[src/verilog/sclf_pkg.sv]
// shared constants and types for the serial command line front end
package sclf_pkg;
    // character codes
    localparam logic [7:0] CH_BS   = 8'h08;
    localparam logic [7:0] CH_LF   = 8'h0A;
    localparam logic [7:0] CH_CR   = 8'h0D;
    localparam logic [7:0] CH_XON  = 8'h11;
    localparam logic [7:0] CH_XOFF = 8'h13;
    localparam logic [7:0] CH_NAK  = 8'h15;
    localparam logic [7:0] CH_CAN  = 8'h18;
    localparam logic [7:0] CH_ESC  = 8'h1B;
    localparam logic [7:0] CH_SP   = 8'h20;
    localparam logic [7:0] CH_BANG = 8'h21;
    localparam logic [7:0] CH_GT   = 8'h3E;
    localparam logic [7:0] CTRL_TOP = 8'h1F;
    // frame format
    localparam int DATA_BITS = 8;
    localparam int STOP_BITS = 1;
    // line buffer and transmit queue sizes
    localparam int LINE_DEPTH = 128;
    localparam int LINE_AW    = 7;
    localparam int TXQ_DEPTH  = 16;
    localparam int TXQ_AW     = 4;
    // baud divider: clocks per bit at reset
    localparam logic [15:0] BAUD_DIV_RST = 16'h0082;
    // reset values of mode bits
    localparam logic FLOW_EN_RST   = 1'b1;
    localparam logic PROMPT_EN_RST = 1'b0;
    localparam logic ECHO_EN_RST   = 1'b0;
    // status bit positions
    localparam int ST_XOFF  = 0;
    localparam int ST_LOSS  = 1;
    localparam int ST_LINE  = 2;
    // register offsets
    localparam logic [3:0] REG_MODE   = 4'h0;
    localparam logic [3:0] REG_BAUD   = 4'h4;
    localparam logic [3:0] REG_STATUS = 4'h8;

    // one received character handed up by the serial receiver
    typedef struct packed {
        logic       valid;
        logic [7:0] data;
    } sclf_char_t;

    // mode settings from software
    typedef struct packed {
        logic        flow_en;
        logic        echo_en;
        logic        prompt_en;
        logic [15:0] baud_div;
    } sclf_mode_t;
endpackage

[src/verilog/sclf_bit_engine.sv]
// serial bit engine: receive and transmit of 8N1 frames
`timescale 1ns/1ps
module sclf_bit_engine
    import sclf_pkg::*;
(
    // clock and reset
    input  wire logic        clk_in,
    input  wire logic        rst_n_in,
    // baud
    input  wire logic [15:0] baud_div_in,
    // serial pins
    input  wire logic        rxd_in,
    output logic             txd_out,
    // received character
    output sclf_char_t       rx_out,
    // transmit request
    input  wire logic        tx_go_in,
    input  wire logic [7:0]  tx_data_in,
    output logic             tx_busy_out
);
    logic [15:0] rx_cnt_q;
    logic [3:0]  rx_bit_q;
    logic [7:0]  rx_sh_q;
    logic        rx_act_q;
    logic [15:0] tx_cnt_q;
    logic [3:0]  tx_bit_q;
    logic [9:0]  tx_sh_q;
    wire  [15:0] half_div = {1'b0, baud_div_in[15:1]};
    wire         rx_tick  = (rx_cnt_q == 16'h0000);
    wire         tx_tick  = (tx_cnt_q == 16'h0000);

    // receiver: start at falling edge, sample mid bit, lsb first
    always_ff @(posedge clk_in or negedge rst_n_in) begin
        if (!rst_n_in) begin
            rx_cnt_q <= 16'h0000;
            rx_bit_q <= 4'h0;
            rx_sh_q  <= 8'h00;
            rx_act_q <= 1'b0;
            rx_out   <= '0;
        end else begin
            rx_out.valid <= 1'b0;
            if (!rx_act_q) begin
                if (!rxd_in) begin
                    rx_act_q <= 1'b1;
                    rx_cnt_q <= half_div;
                    rx_bit_q <= 4'h0;
                end
            end else if (!rx_tick) begin
                rx_cnt_q <= rx_cnt_q - 16'h0001;
            end else begin
                rx_cnt_q <= baud_div_in - 16'h0001;
                rx_bit_q <= rx_bit_q + 4'h1;
                if (rx_bit_q == 4'h0) begin
                    rx_act_q <= ~rxd_in; // false start filter
                end else if (rx_bit_q <= 4'(DATA_BITS)) begin
                    rx_sh_q <= {rxd_in, rx_sh_q[7:1]};
                end else begin
                    rx_act_q     <= 1'b0;
                    rx_out.valid <= rxd_in; // framing error drops char
                    rx_out.data  <= rx_sh_q;
                end
            end
        end
    end

    // transmitter: start, 8 data lsb first, stop
    always_ff @(posedge clk_in or negedge rst_n_in) begin
        if (!rst_n_in) begin
            tx_cnt_q    <= 16'h0000;
            tx_bit_q    <= 4'h0;
            tx_sh_q     <= 10'h3FF;
            txd_out     <= 1'b1;
            tx_busy_out <= 1'b0;
        end else if (tx_go_in && !tx_busy_out) begin
            tx_sh_q     <= {1'b1, tx_data_in, 1'b0};
            tx_bit_q    <= 4'(DATA_BITS + STOP_BITS + 1);
            tx_cnt_q    <= 16'h0000;
            tx_busy_out <= 1'b1;
        end else if (tx_busy_out) begin
            if (!tx_tick) begin
                tx_cnt_q <= tx_cnt_q - 16'h0001;
            end else if (tx_bit_q == 4'h0) begin
                tx_busy_out <= 1'b0;
            end else begin
                txd_out  <= tx_sh_q[0];
                tx_sh_q  <= {1'b1, tx_sh_q[9:1]};
                tx_bit_q <= tx_bit_q - 4'h1;
                tx_cnt_q <= baud_div_in - 16'h0001;
            end
        end
    end
endmodule

[src/verilog/sclf_top.sv]
// serial command line front end: line editing, echo, flow control
`timescale 1ns/1ps
// What this block does and what the host must do
// reset to 8N1, flow control on, prompt off
// CR or LF ends line, hands to parser
// ESC empties buffer, sends CR LF
// BS removes last char, never terminators
// other control codes 00-1F ignored
// after dispatch, send CR LF
// XON enables transmitter under flow control
// XOFF halts transmit until XON
// CAN clears both pointers and queues
// XOFF posts queue loss error
// on XON drain queue then send bang
// echo mode returns every char stored in the line
// backspace echoes BS space BS
// CR LF pair echoes first only
// terminator answered XOFF CR or XOFF
// host obeys XON and XOFF
// echo overflow sends NAK, posts error
// host keeps lines within 127 chars
// prompt mode sends CR LF greater-than
// host waits for prompt per line
// host verifies echo before terminators
// frame start, 8 data lsb first, stop
module sclf_top
    import sclf_pkg::*;
(
    // clock and reset
    input  wire logic        clock_in,
    input  wire logic        rst_n_in,
    // serial pins
    input  wire logic        rxd_in,
    output logic             txd_out,
    // register port
    input  wire logic [3:0]  addr_in,
    input  wire logic [31:0] wdata_in,
    input  wire logic        wr_in,
    input  wire logic        rd_in,
    output logic [31:0]      rdata_out,
    // parser side: line read and dispatch done
    output logic             line_ready_out,
    output logic [6:0]       line_len_out,
    input  wire logic [6:0]  line_idx_in,
    output logic [7:0]       line_char_out,
    input  wire logic        line_done_in,
    // error queue post
    output logic             queue_loss_error_out
);
    logic [1:0] rst_sync_q;
    wire        rst_n = rst_sync_q[1];

    // reset release through two flops
    always_ff @(posedge clock_in or negedge rst_n_in) begin
        if (!rst_n_in) begin
            rst_sync_q <= 2'b00;
        end else begin
            rst_sync_q <= {rst_sync_q[0], 1'b1};
        end
    end

    sclf_mode_t mode_q;
    logic       loss_q;
    logic       xoff_q;
    sclf_char_t rx;
    logic       tx_busy;
    logic       tx_go_q;
    logic [7:0] tx_byte_q;

    sclf_bit_engine u_bits (
        .clk_in      (clock_in),
        .rst_n_in    (rst_n),
        .baud_div_in (mode_q.baud_div),
        .rxd_in      (rxd_in),
        .txd_out     (txd_out),
        .rx_out      (rx),
        .tx_go_in    (tx_go_q),
        .tx_data_in  (tx_byte_q),
        .tx_busy_out (tx_busy)
    );

    // character classes, decoded once
    function automatic logic is_term(input logic [7:0] c);
        return (c == CH_CR) || (c == CH_LF);
    endfunction

    wire [7:0] ch      = rx.data;
    wire       c_term  = rx.valid && is_term(ch);
    wire       c_bs    = rx.valid && (ch == CH_BS);
    wire       c_esc   = rx.valid && (ch == CH_ESC);
    wire       c_can   = rx.valid && (ch == CH_CAN);
    wire       c_xon   = rx.valid && (ch == CH_XON) && mode_q.flow_en;
    wire       c_xoff  = rx.valid && (ch == CH_XOFF) && mode_q.flow_en;
    wire       c_ctrl  = rx.valid && (ch <= CTRL_TOP);
    wire       c_print = rx.valid && !c_ctrl;

    // line buffer
    logic [7:0] line_mem_q [LINE_DEPTH];
    logic [6:0] wptr_q;
    logic       locked_q;     // line handed over, waiting for parser
    logic       prev_term_q;  // last char, flow codes aside, was a terminator but not a pair tail
    logic [7:0] prev_ch_q;

    wire buf_full  = (wptr_q == 7'(LINE_DEPTH - 1));
    wire do_store  = c_print && !locked_q && !buf_full;
    wire do_bs     = c_bs && !locked_q && (wptr_q != 7'h00);
    wire pair_tail = c_term && prev_term_q && (ch != prev_ch_q);
    wire do_term   = c_term && !locked_q && !pair_tail;

    // buffer write and pointer
    always_ff @(posedge clock_in) begin
        if (do_store) begin
            line_mem_q[wptr_q] <= ch;
        end
    end

    always_ff @(posedge clock_in or negedge rst_n) begin
        if (!rst_n) begin
            wptr_q      <= 7'h00;
            locked_q    <= 1'b0;
            prev_term_q <= 1'b0;
            prev_ch_q   <= 8'h00;
        end else begin
            if (rx.valid && !(c_xon || c_xoff)) begin
                prev_term_q <= c_term && !pair_tail;
                prev_ch_q   <= ch;
            end
            if (c_esc || c_can) begin
                wptr_q   <= 7'h00;
                locked_q <= 1'b0;
            end else if (locked_q && line_done_in) begin
                wptr_q   <= 7'h00;
                locked_q <= 1'b0;
            end else if (do_term) begin
                locked_q <= 1'b1;
            end else if (do_bs) begin
                wptr_q <= wptr_q - 7'h01;
            end else if (do_store) begin
                wptr_q <= wptr_q + 7'h01;
            end
        end
    end

    // transmit queue in flops, indexed ring
    logic [7:0]        txq_q [TXQ_DEPTH];
    logic [TXQ_AW:0]   head_q;
    logic [TXQ_AW:0]   tail_q;
    wire  [TXQ_AW:0]   used = tail_q - head_q;

    // enqueue requests built per event, up to three chars
    logic [7:0] e0, e1, e2;
    logic [1:0] en_n;
    wire  echo_bs   = mode_q.echo_en && do_bs;
    wire  echo_term = do_term;
    wire  done_ev   = locked_q && line_done_in && !(c_esc || c_can);

    always_comb begin
        e0   = 8'h00;
        e1   = 8'h00;
        e2   = 8'h00;
        en_n = 2'd0;
        if (c_esc) begin
            e0   = CH_CR;
            e1   = CH_LF;
            en_n = 2'd2;
        end else if (echo_term) begin
            if (mode_q.flow_en) begin
                e0   = CH_XOFF;
                e1   = CH_CR;
                en_n = mode_q.echo_en ? 2'd2 : 2'd1;
            end else if (mode_q.echo_en) begin
                e0   = ch;
                en_n = 2'd1;
            end
        end else if (echo_bs) begin
            e0   = CH_BS;
            e1   = CH_SP;
            e2   = CH_BS;
            en_n = 2'd3;
        end else if (mode_q.echo_en && do_store) begin
            e0   = ch;
            en_n = 2'd1;
        end else if (done_ev) begin
            e0 = CH_CR;
            e1 = CH_LF;
            e2 = CH_GT;
            en_n = mode_q.prompt_en ? 2'd3 : 2'd2;
        end
    end

    wire [TXQ_AW:0] room    = (TXQ_AW+1)'(TXQ_DEPTH) - used;
    wire            fits    = ({3'b000, en_n} <= room);
    wire            overrun = (en_n != 2'd0) && !fits;
    logic           nak_pend_q;
    logic           bang_pend_q;
    wire            can_send = !tx_busy && !tx_go_q && !(xoff_q && mode_q.flow_en);
    wire            q_pop    = can_send && (used != '0);
    wire            send_nak = can_send && (used == '0) && nak_pend_q;
    wire            send_bng = can_send && (used == '0) && !nak_pend_q && bang_pend_q;

    // queue pointers and storage
    always_ff @(posedge clock_in or negedge rst_n) begin
        if (!rst_n) begin
            head_q <= '0;
            tail_q <= '0;
        end else if (c_can) begin
            head_q <= '0;
            tail_q <= '0;
        end else begin
            if (q_pop) begin
                head_q <= head_q + 1'b1;
            end
            if (fits) begin
                tail_q <= tail_q + (TXQ_AW+1)'(en_n);
            end
        end
    end

    always_ff @(posedge clock_in) begin
        if (fits && !c_can && en_n != 2'd0) begin
            txq_q[tail_q[TXQ_AW-1:0]] <= e0;
            if (en_n > 2'd1) txq_q[TXQ_AW'(tail_q + 1'b1)] <= e1;
            if (en_n > 2'd2) txq_q[TXQ_AW'(tail_q + 2'd2)] <= e2;
        end
    end

    // transmit launch, flow state, loss flags
    always_ff @(posedge clock_in or negedge rst_n) begin
        if (!rst_n) begin
            tx_go_q     <= 1'b0;
            tx_byte_q   <= 8'h00;
            xoff_q      <= 1'b0;
            nak_pend_q  <= 1'b0;
            bang_pend_q <= 1'b0;
            queue_loss_error_out <= 1'b0;
        end else begin
            tx_go_q <= q_pop || send_nak || send_bng;
            if (q_pop) begin
                tx_byte_q <= txq_q[head_q[TXQ_AW-1:0]];
            end else if (send_nak) begin
                tx_byte_q <= CH_NAK;
            end else if (send_bng) begin
                tx_byte_q <= CH_BANG;
            end
            if (c_xoff) begin
                xoff_q <= 1'b1;
            end else if (c_xon || !mode_q.flow_en) begin
                xoff_q <= 1'b0;
            end
            if (c_can) begin
                bang_pend_q <= 1'b0;
                nak_pend_q  <= 1'b0;
            end else begin
                if (c_xon) bang_pend_q <= 1'b1;
                else if (send_bng) bang_pend_q <= 1'b0;
                if (overrun && mode_q.echo_en) nak_pend_q <= 1'b1;
                else if (send_nak) nak_pend_q <= 1'b0;
            end
            queue_loss_error_out <= c_xoff || overrun;
        end
    end

    // software mode and status registers
    wire st_clr = wr_in && (addr_in == REG_STATUS) && wdata_in[ST_LOSS];
    always_ff @(posedge clock_in or negedge rst_n) begin
        if (!rst_n) begin
            mode_q.flow_en   <= FLOW_EN_RST;
            mode_q.echo_en   <= ECHO_EN_RST;
            mode_q.prompt_en <= PROMPT_EN_RST;
            mode_q.baud_div  <= BAUD_DIV_RST;
            loss_q           <= 1'b0;
            rdata_out        <= 32'h0000_0000;
        end else begin
            if (wr_in && addr_in == REG_MODE) begin
                mode_q.flow_en   <= wdata_in[0];
                mode_q.echo_en   <= wdata_in[1];
                mode_q.prompt_en <= wdata_in[2];
            end
            if (wr_in && addr_in == REG_BAUD && wdata_in[15:0] != 16'h0000) begin
                mode_q.baud_div <= wdata_in[15:0];
            end
            // set wins over clear
            if (c_xoff || overrun) loss_q <= 1'b1;
            else if (st_clr) loss_q <= 1'b0;
            rdata_out <= 32'h0000_0000;
            if (rd_in) begin
                case (addr_in)
                    REG_MODE:   rdata_out <= {29'h0, mode_q.prompt_en, mode_q.echo_en,
                                              mode_q.flow_en};
                    REG_BAUD:   rdata_out <= {16'h0000, mode_q.baud_div};
                    REG_STATUS: rdata_out <= {25'h0, wptr_q[3:0] != 4'h0, 3'b000,
                                              locked_q, loss_q, xoff_q};
                    default:    rdata_out <= 32'h0000_0000;
                endcase
            end
        end
    end

    // parser view of the line
    always_ff @(posedge clock_in or negedge rst_n) begin
        if (!rst_n) begin
            line_ready_out <= 1'b0;
            line_len_out   <= 7'h00;
            line_char_out  <= 8'h00;
        end else begin
            line_ready_out <= locked_q && !line_done_in && !(c_esc || c_can);
            line_len_out   <= wptr_q;
            line_char_out  <= line_mem_q[line_idx_in];
        end
    end
endmodule

[config.mk]
export PLATFORM = sky130hd
export DESIGN_NAME = sclf_top
export DESIGN_NICKNAME = d
export VERILOG_FILES = /design/src/verilog/sclf_pkg.sv /design/src/verilog/sclf_bit_engine.sv /design/src/verilog/sclf_top.sv
export SDC_FILE = /design/constraint.sdc
export NUM_CORES = 2
export LEC_CHECK = 0
export BUFFER_PORTS_ARGS = -buffer_cell sky130_fd_sc_hd__buf_2
export CAP_MARGIN = 0
export CORE_ASPECT_RATIO = 0.6
export CORE_UTILIZATION = 55
export DETAILED_ROUTE_END_ITERATION = 6
export GPL_ROUTABILITY_DRIVEN = 1
export PLACE_DENSITY = 0.79
export SYNTH_ARGS = -nofsm -noshare
export SYNTH_HDL_FRONTEND = slang
export SYNTH_SLANG_ARGS = --single-unit
[constraint.sdc]
create_clock -name clock_in -period 6 [get_ports clock_in]
set_clock_uncertainty 0.05 [all_clocks]
set_input_delay 0.6 -clock clock_in [delete_from_list [all_inputs] [get_ports clock_in]]
set_output_delay 0.6 -clock clock_in [all_outputs]
set_load 0.02 [all_outputs]
After elaboration in Yosys (flattened, before gate mapping)
Memory sizes are Yosys's and may differ from the RTL's. A register that Yosys moved wholly into a read port is not among the register bits.
Cells that the tools add are included.
Widths: inputs -> output; s select.

operators by class
  add/sub/neg operators = 13
  reductions and logical operators = 95
  multiplexer cells = 95
  $lt $le $gt $ge = 5
  bitwise operators = 5
  eq/ne operators = 16

operator list
  operator               count
  $mux 16                8
  $mux 8                 11
  $pmux 16 s3            1
  $sub 16x1->16 const B  3
  $logic_and 1x1->1      44
  $mux 4                 11
  $mux 10                4
  $mux 6                 6
  $mux 9                 4
  $mux 7                 5
  $mux 1                 34
  $eq 8x5->1 const B     4
  $logic_not 16->1       2
  $eq 8x4->1 const B     3
  $mux 5                 4
  $reduce_bool 16->1     1
  $logic_not 1->1        15
  $mux 2                 7
  $reduce_bool 2->1      7
  $logic_not 4->1        3
  $reduce_and 4->1       3
  $reduce_bool 3->1      4
  $add 4x1->4 const B    2
  $le 8x5->1 const B     1
  other kinds (28)       42

storage, ports and cells
  memories = 2
  RAM bits = 1152
  word-level logic and storage cells = 263
  flip-flop bits (word level) = 172

memories
  name        words  bits a word  rd ports  clocked after Yosys merged registers in  write ports  line             RTL
  line_mem_q  128    8            1         1                                        1            sclf_top.sv:98   logic [7:0] line_mem_q [LINE_DEPTH];
  txq_q       16     8            1         0                                        3            sclf_top.sv:145  logic [7:0] txq_q [TXQ_DEPTH];

Longest topological paths before layout
  depth after elaboration = 17
  gate-level depth with buffers = 22

By module
From an unflattened synthesis, not the netlist that was laid out.

second synthesis, totals
  cells, all modules = 3128
  area, all modules = 55529.5 um^2

modules (own cells, without submodules)
  module           instances  area an instance (um^2)  cells an instance
  sclf_top         1          51111.5                  2667
  sclf_bit_engine  1          4418.0                   461

Worst setup path after synthesis
Ideal clock, no wire load.

  path type = register to register
  start point = reg u_bits.rx_out[2] in the netlist's numbering
  end point = mem txq_q[14][1] (enable)
  path buffers = 5
  cell stages (with the launch flop) = 20
  arrival = 6.088 ns
  path slack = -0.454 ns
  data required time = 5.634 ns
  clock period less this slack = 6.454 ns
  cell sequence = dfrtp_1 -> buf_2 -> and3b_1 -> and3_1 -> buf_4 -> a211o_1 -> nand2_1 -> or2_1 -> buf_2 -> buf_2 -> ha_1 -> nor2b_1 -> o211a_1 -> nor2b_1 -> a32oi_1 -> o211ai_2 -> buf_2 -> nor4_1 -> nand2b_1 -> nand2b_1

RTL lines
  item             line                   RTL
  start, declared  sclf_bit_engine.sv:15  output sclf_char_t rx_out,
  end, declared    sclf_top.sv:145

==> results.cfg <==
[run_status]
outcome = finished, violations left
violations = DRC

[global_route]
grt.overflow.total = 0
grtUsageTotal = 0.2816
grt_max_degree = 114
antenna_found_initial = 6
grt_pass1_vias = 29960
grt_pass1_wl_um = 207100

[sta]
hold_viol_final = 0
maxSlewViolCount = 0
fin_crit_ns = 5.540
maxSlewHeadroom = 0.08652
layout_setup_ws_ns = 0.4604
max_freq_ghz = 0.1805
whs_ns = 0.07541
worst_pin_slew_ns = 1.370
setup_violations = 0
setup_tns_ns = 0
period_share = 0.9233
rsz0062_at_grt = false

[yosys]
ys_types = 85
synth_seq_cells = 1315
syn_avg_cell_area_um2 = 17.57
synth_flop_cell = edfxtp_1
synth_warnings = 0
syn_inst = 3145
synth_edf_count = 1104
synth.cell_area_um2 = 55270
ys_seq_area_frac = 0.6913
async_reset_ff_frac = 0.1240

[route]
drcViolationCount = 9
firstDrtPassIters = 7
drt-met1-wl_um = 58370
met2_length_um = 58980
dr.first_iter.drc_count = 5162
vias = 31220
top_layer = met5
avgViaCountPerCell = 6.709
wl_per_cell_um = 30.35
ant_nets = 0
wl_met3_um = 20900
routed_wl_um = 141300

[floorplan]
fp-row-count = 89
core_um2 = 98880
dieArea_um2 = 101800
die_h_um = 247.6
fp.dieW_um = 411.3
num_io_pins = 99
start_util = 0.5590

[cts]
cts_buffers = 112
cts_tree = done
cts_resized = 0
cts_hold_buffers = 1
clockBufferDepth = 3
post_cts_buffers = 0
htreeDepth = 3
cts_root_buffer = clkbuf_16
clk_pin_slew_worst_paths_ns = 0.06
clk_latency_ns = 0.74
clock-sinks = 1315

[critical_path]
crit_family = simple AND/OR/NAND/NOR gates
crit_slowest_cell = or4_1
path_max_fanout = 65
r2r_setup_slack_ns = 0.46
arrival_ns = 5.89
crit_buf_inv = 0
critPathKind = flip-flop to flip-flop
critPathCaptureType = flip-flop
crit_top_cell = nor2b_1
cp_cell_sequence = xor2_1 > nor4_1 > a21oi_1 > and3b_1 > or2_1 > ha_1 > nor2b_1 > o211a_1 > nor2b_1 > a32oi_1 > o211ai_2 > or4_1 > nand3_1
crit_required_ns = 6.35
slowest_delay_ns = 0.94
cp-start-kind = flip-flop

[pwr]
vdd_drop_max_mv = 0.2418
p_clk_frac = 0.407
p_leak_nw = 20.19
cellPowerDensity_nw_per_um2 = 298.9
internal_power_mw = 14.25
swShare = 0.2183
power_frac_comb = 0.039
switchingPower_mw = 3.979
seqPwrFrac = 0.554

[layout]
instances_no_fill = 4654
diodes = 0
area_growth_pct = 10.32
drive_gt1_frac = 0.2432
fillers = 6839
nNetsFinal = 3317
utilization = 0.6166

[placed_design]
io_buffers = 66
pre_cts_ws_ns = 0.6712
hpwl_um = 88480
gp_congestion = 1.007
dp_cells = 4443

[min_path]
min-delay-path-class = input port to flip-flop

[run]
max_cap_viol_count = 0
-- metal layers --
layer  global-route usage  vias up
met5             0.005592        -
met4              0.05937        4
met3              0.09850      244
met2               0.3816     2157
met1               0.4386    16020
li1                     -    12790
-- area by class of cell --
cell class              instances  area [um2]  share of cell area
well taps                    1319        1650             0.02707
flip-flops and latches       1315       38240              0.6272
multi-input cells            1625       16240              0.2663
inverters                      35       136.4            0.002237
clock buffers                 132        2920             0.04789
repair buffers                150        1036             0.01699
clock inverters                78       750.7             0.01231
-- registers in the layout, summed over array words and instances (netlist names), 4 cells and up --
name,count
prev_ch_q,8
wptr_q,7
u_bits.tx_sh_q,9
line_mem_q,1024
u_bits.tx_cnt_q,16
txq_q,128
u_bits.tx_bit_q,4
head_q,5
u_bits.rx_out,9
u_bits.rx_sh_q,8
tail_q,5
mode_q,19
rdata_out,16
tx_byte_q,8
line_char_out,8
line_len_out,7
u_bits.rx_cnt_q,16
u_bits.rx_bit_q,4
-- power by group through the flow --
stage | Clock, mW | Combinational, mW | Sequential, mW
4_1_cts | 7.47 | 0.711 | 10.1
3_5_place_dp | 0 | 0.704 | 10.3
5_1_grt | 7.82 | 0.782 | 10.1
2_1_floorplan | 0 | 0.555 | 10.2
6_report | 7.42 | 0.708 | 10.1
3_3_place_gp | 0 | 0.684 | 10.3
-- metrics by stage --
step / power, mW / instance area (um2)
6_report: 18.23 / 60970
5_1_grt: 18.72 / 60970
4_1_cts: 18.28 / 60970
3_5_place_dp: 10.99 / 57290
3_3_place_gp: 10.97 / 57290
2_1_floorplan: 10.80 / 55370
-- Yosys cell counts (8+ instances only) --
cell type  count  area (um2)
mux2_2        54       608.1
or4_1         12       90.09
or3_1         13       81.33
and3_1        11       68.82
edfxtp_1    1104       33150
clkbuf_1     117       439.2
a21oi_1       57       285.3
buf_1         43       161.4
buf_2         13       65.06
ha_1          26       325.3
nor2_1       243       912.1
dfxtp_1       48       960.9
mux2i_1       54       540.5
a22o_1         8       70.07
nand3_1       70       350.3
o221ai_1      31       271.5
o21ai_0       97       485.5
nor4_1        20       125.1
mux4_2       376        8468
nor2b_1       21       131.4
dfstp_2       13       341.6
nand2b_1      16       100.1
and2_1        23       143.9
a211oi_1       8       60.06
inv_1         31       116.4
buf_4         18       135.1
xor2_1        23       201.4
nand4_1       12       75.07
nor3_1        47       235.2
a22oi_1        8       60.06
o211ai_1      29       217.7
xnor2_1       35       306.5
nand2_1      173       649.4
dfrtp_1      150        3754
-- worst paths after layout --
path | from | end | cells after the start
setup reg to reg | u_bits.rx_out[4] | txq_q[4][5] | 13
min in group asynchronous | rst_n_in | rst_sync_q[1] | 2
setup / recovery | u_bits.rx_out[4] | txq_q[4][5] | 13
hold / removal | wdata_in[6] | mode_q[6] | 2
max in group asynchronous | rst_sync_q[1] | u_bits.rx_out[5] | 1
hold reg to reg | rst_sync_q[0] | rst_sync_q[1] | 0
-- placed cells by master, fill, tap and decap left out, drive strengths merged, types with 21 or more instances in the layout --
| cell type | count |
|---|---|
| conb | 25 |
| o221ai | 31 |
| xor2 | 23 |
| dfrtp | 150 |
| mux2i | 54 |
| nor3 | 49 |
| buf | 149 |
| o211ai | 34 |
| mux2 | 54 |
| inv | 41 |
| edfxtp | 1104 |
| xnor2 | 35 |
| clkinv | 49 |
| nor2 | 244 |
| and2 | 23 |
| mux4 | 376 |
| nor2b | 21 |
| ha | 26 |
| a21oi | 58 |
| nand2 | 173 |
| o21ai | 103 |
| nand3 | 70 |
| dfxtp | 48 |
| clkbuf | 132 |
-- cells by family (layout without fill, tap and decap cells) --
logic type      after synthesis  in the layout  share of synthesized area
compound gates              325            325                    0.04066
xor+xnor                     58             58                   0.009191
fa+ha+maj                    29             29                   0.006972
buf+inv                     228            395                    0.01736
flops                      1315           1315                     0.6913
mux                         484            484                     0.1740
other cells                   2             25                  0.0001359
simple gates                704            704                    0.06042
No activity file was read; power rests on OpenSTA's default activity.
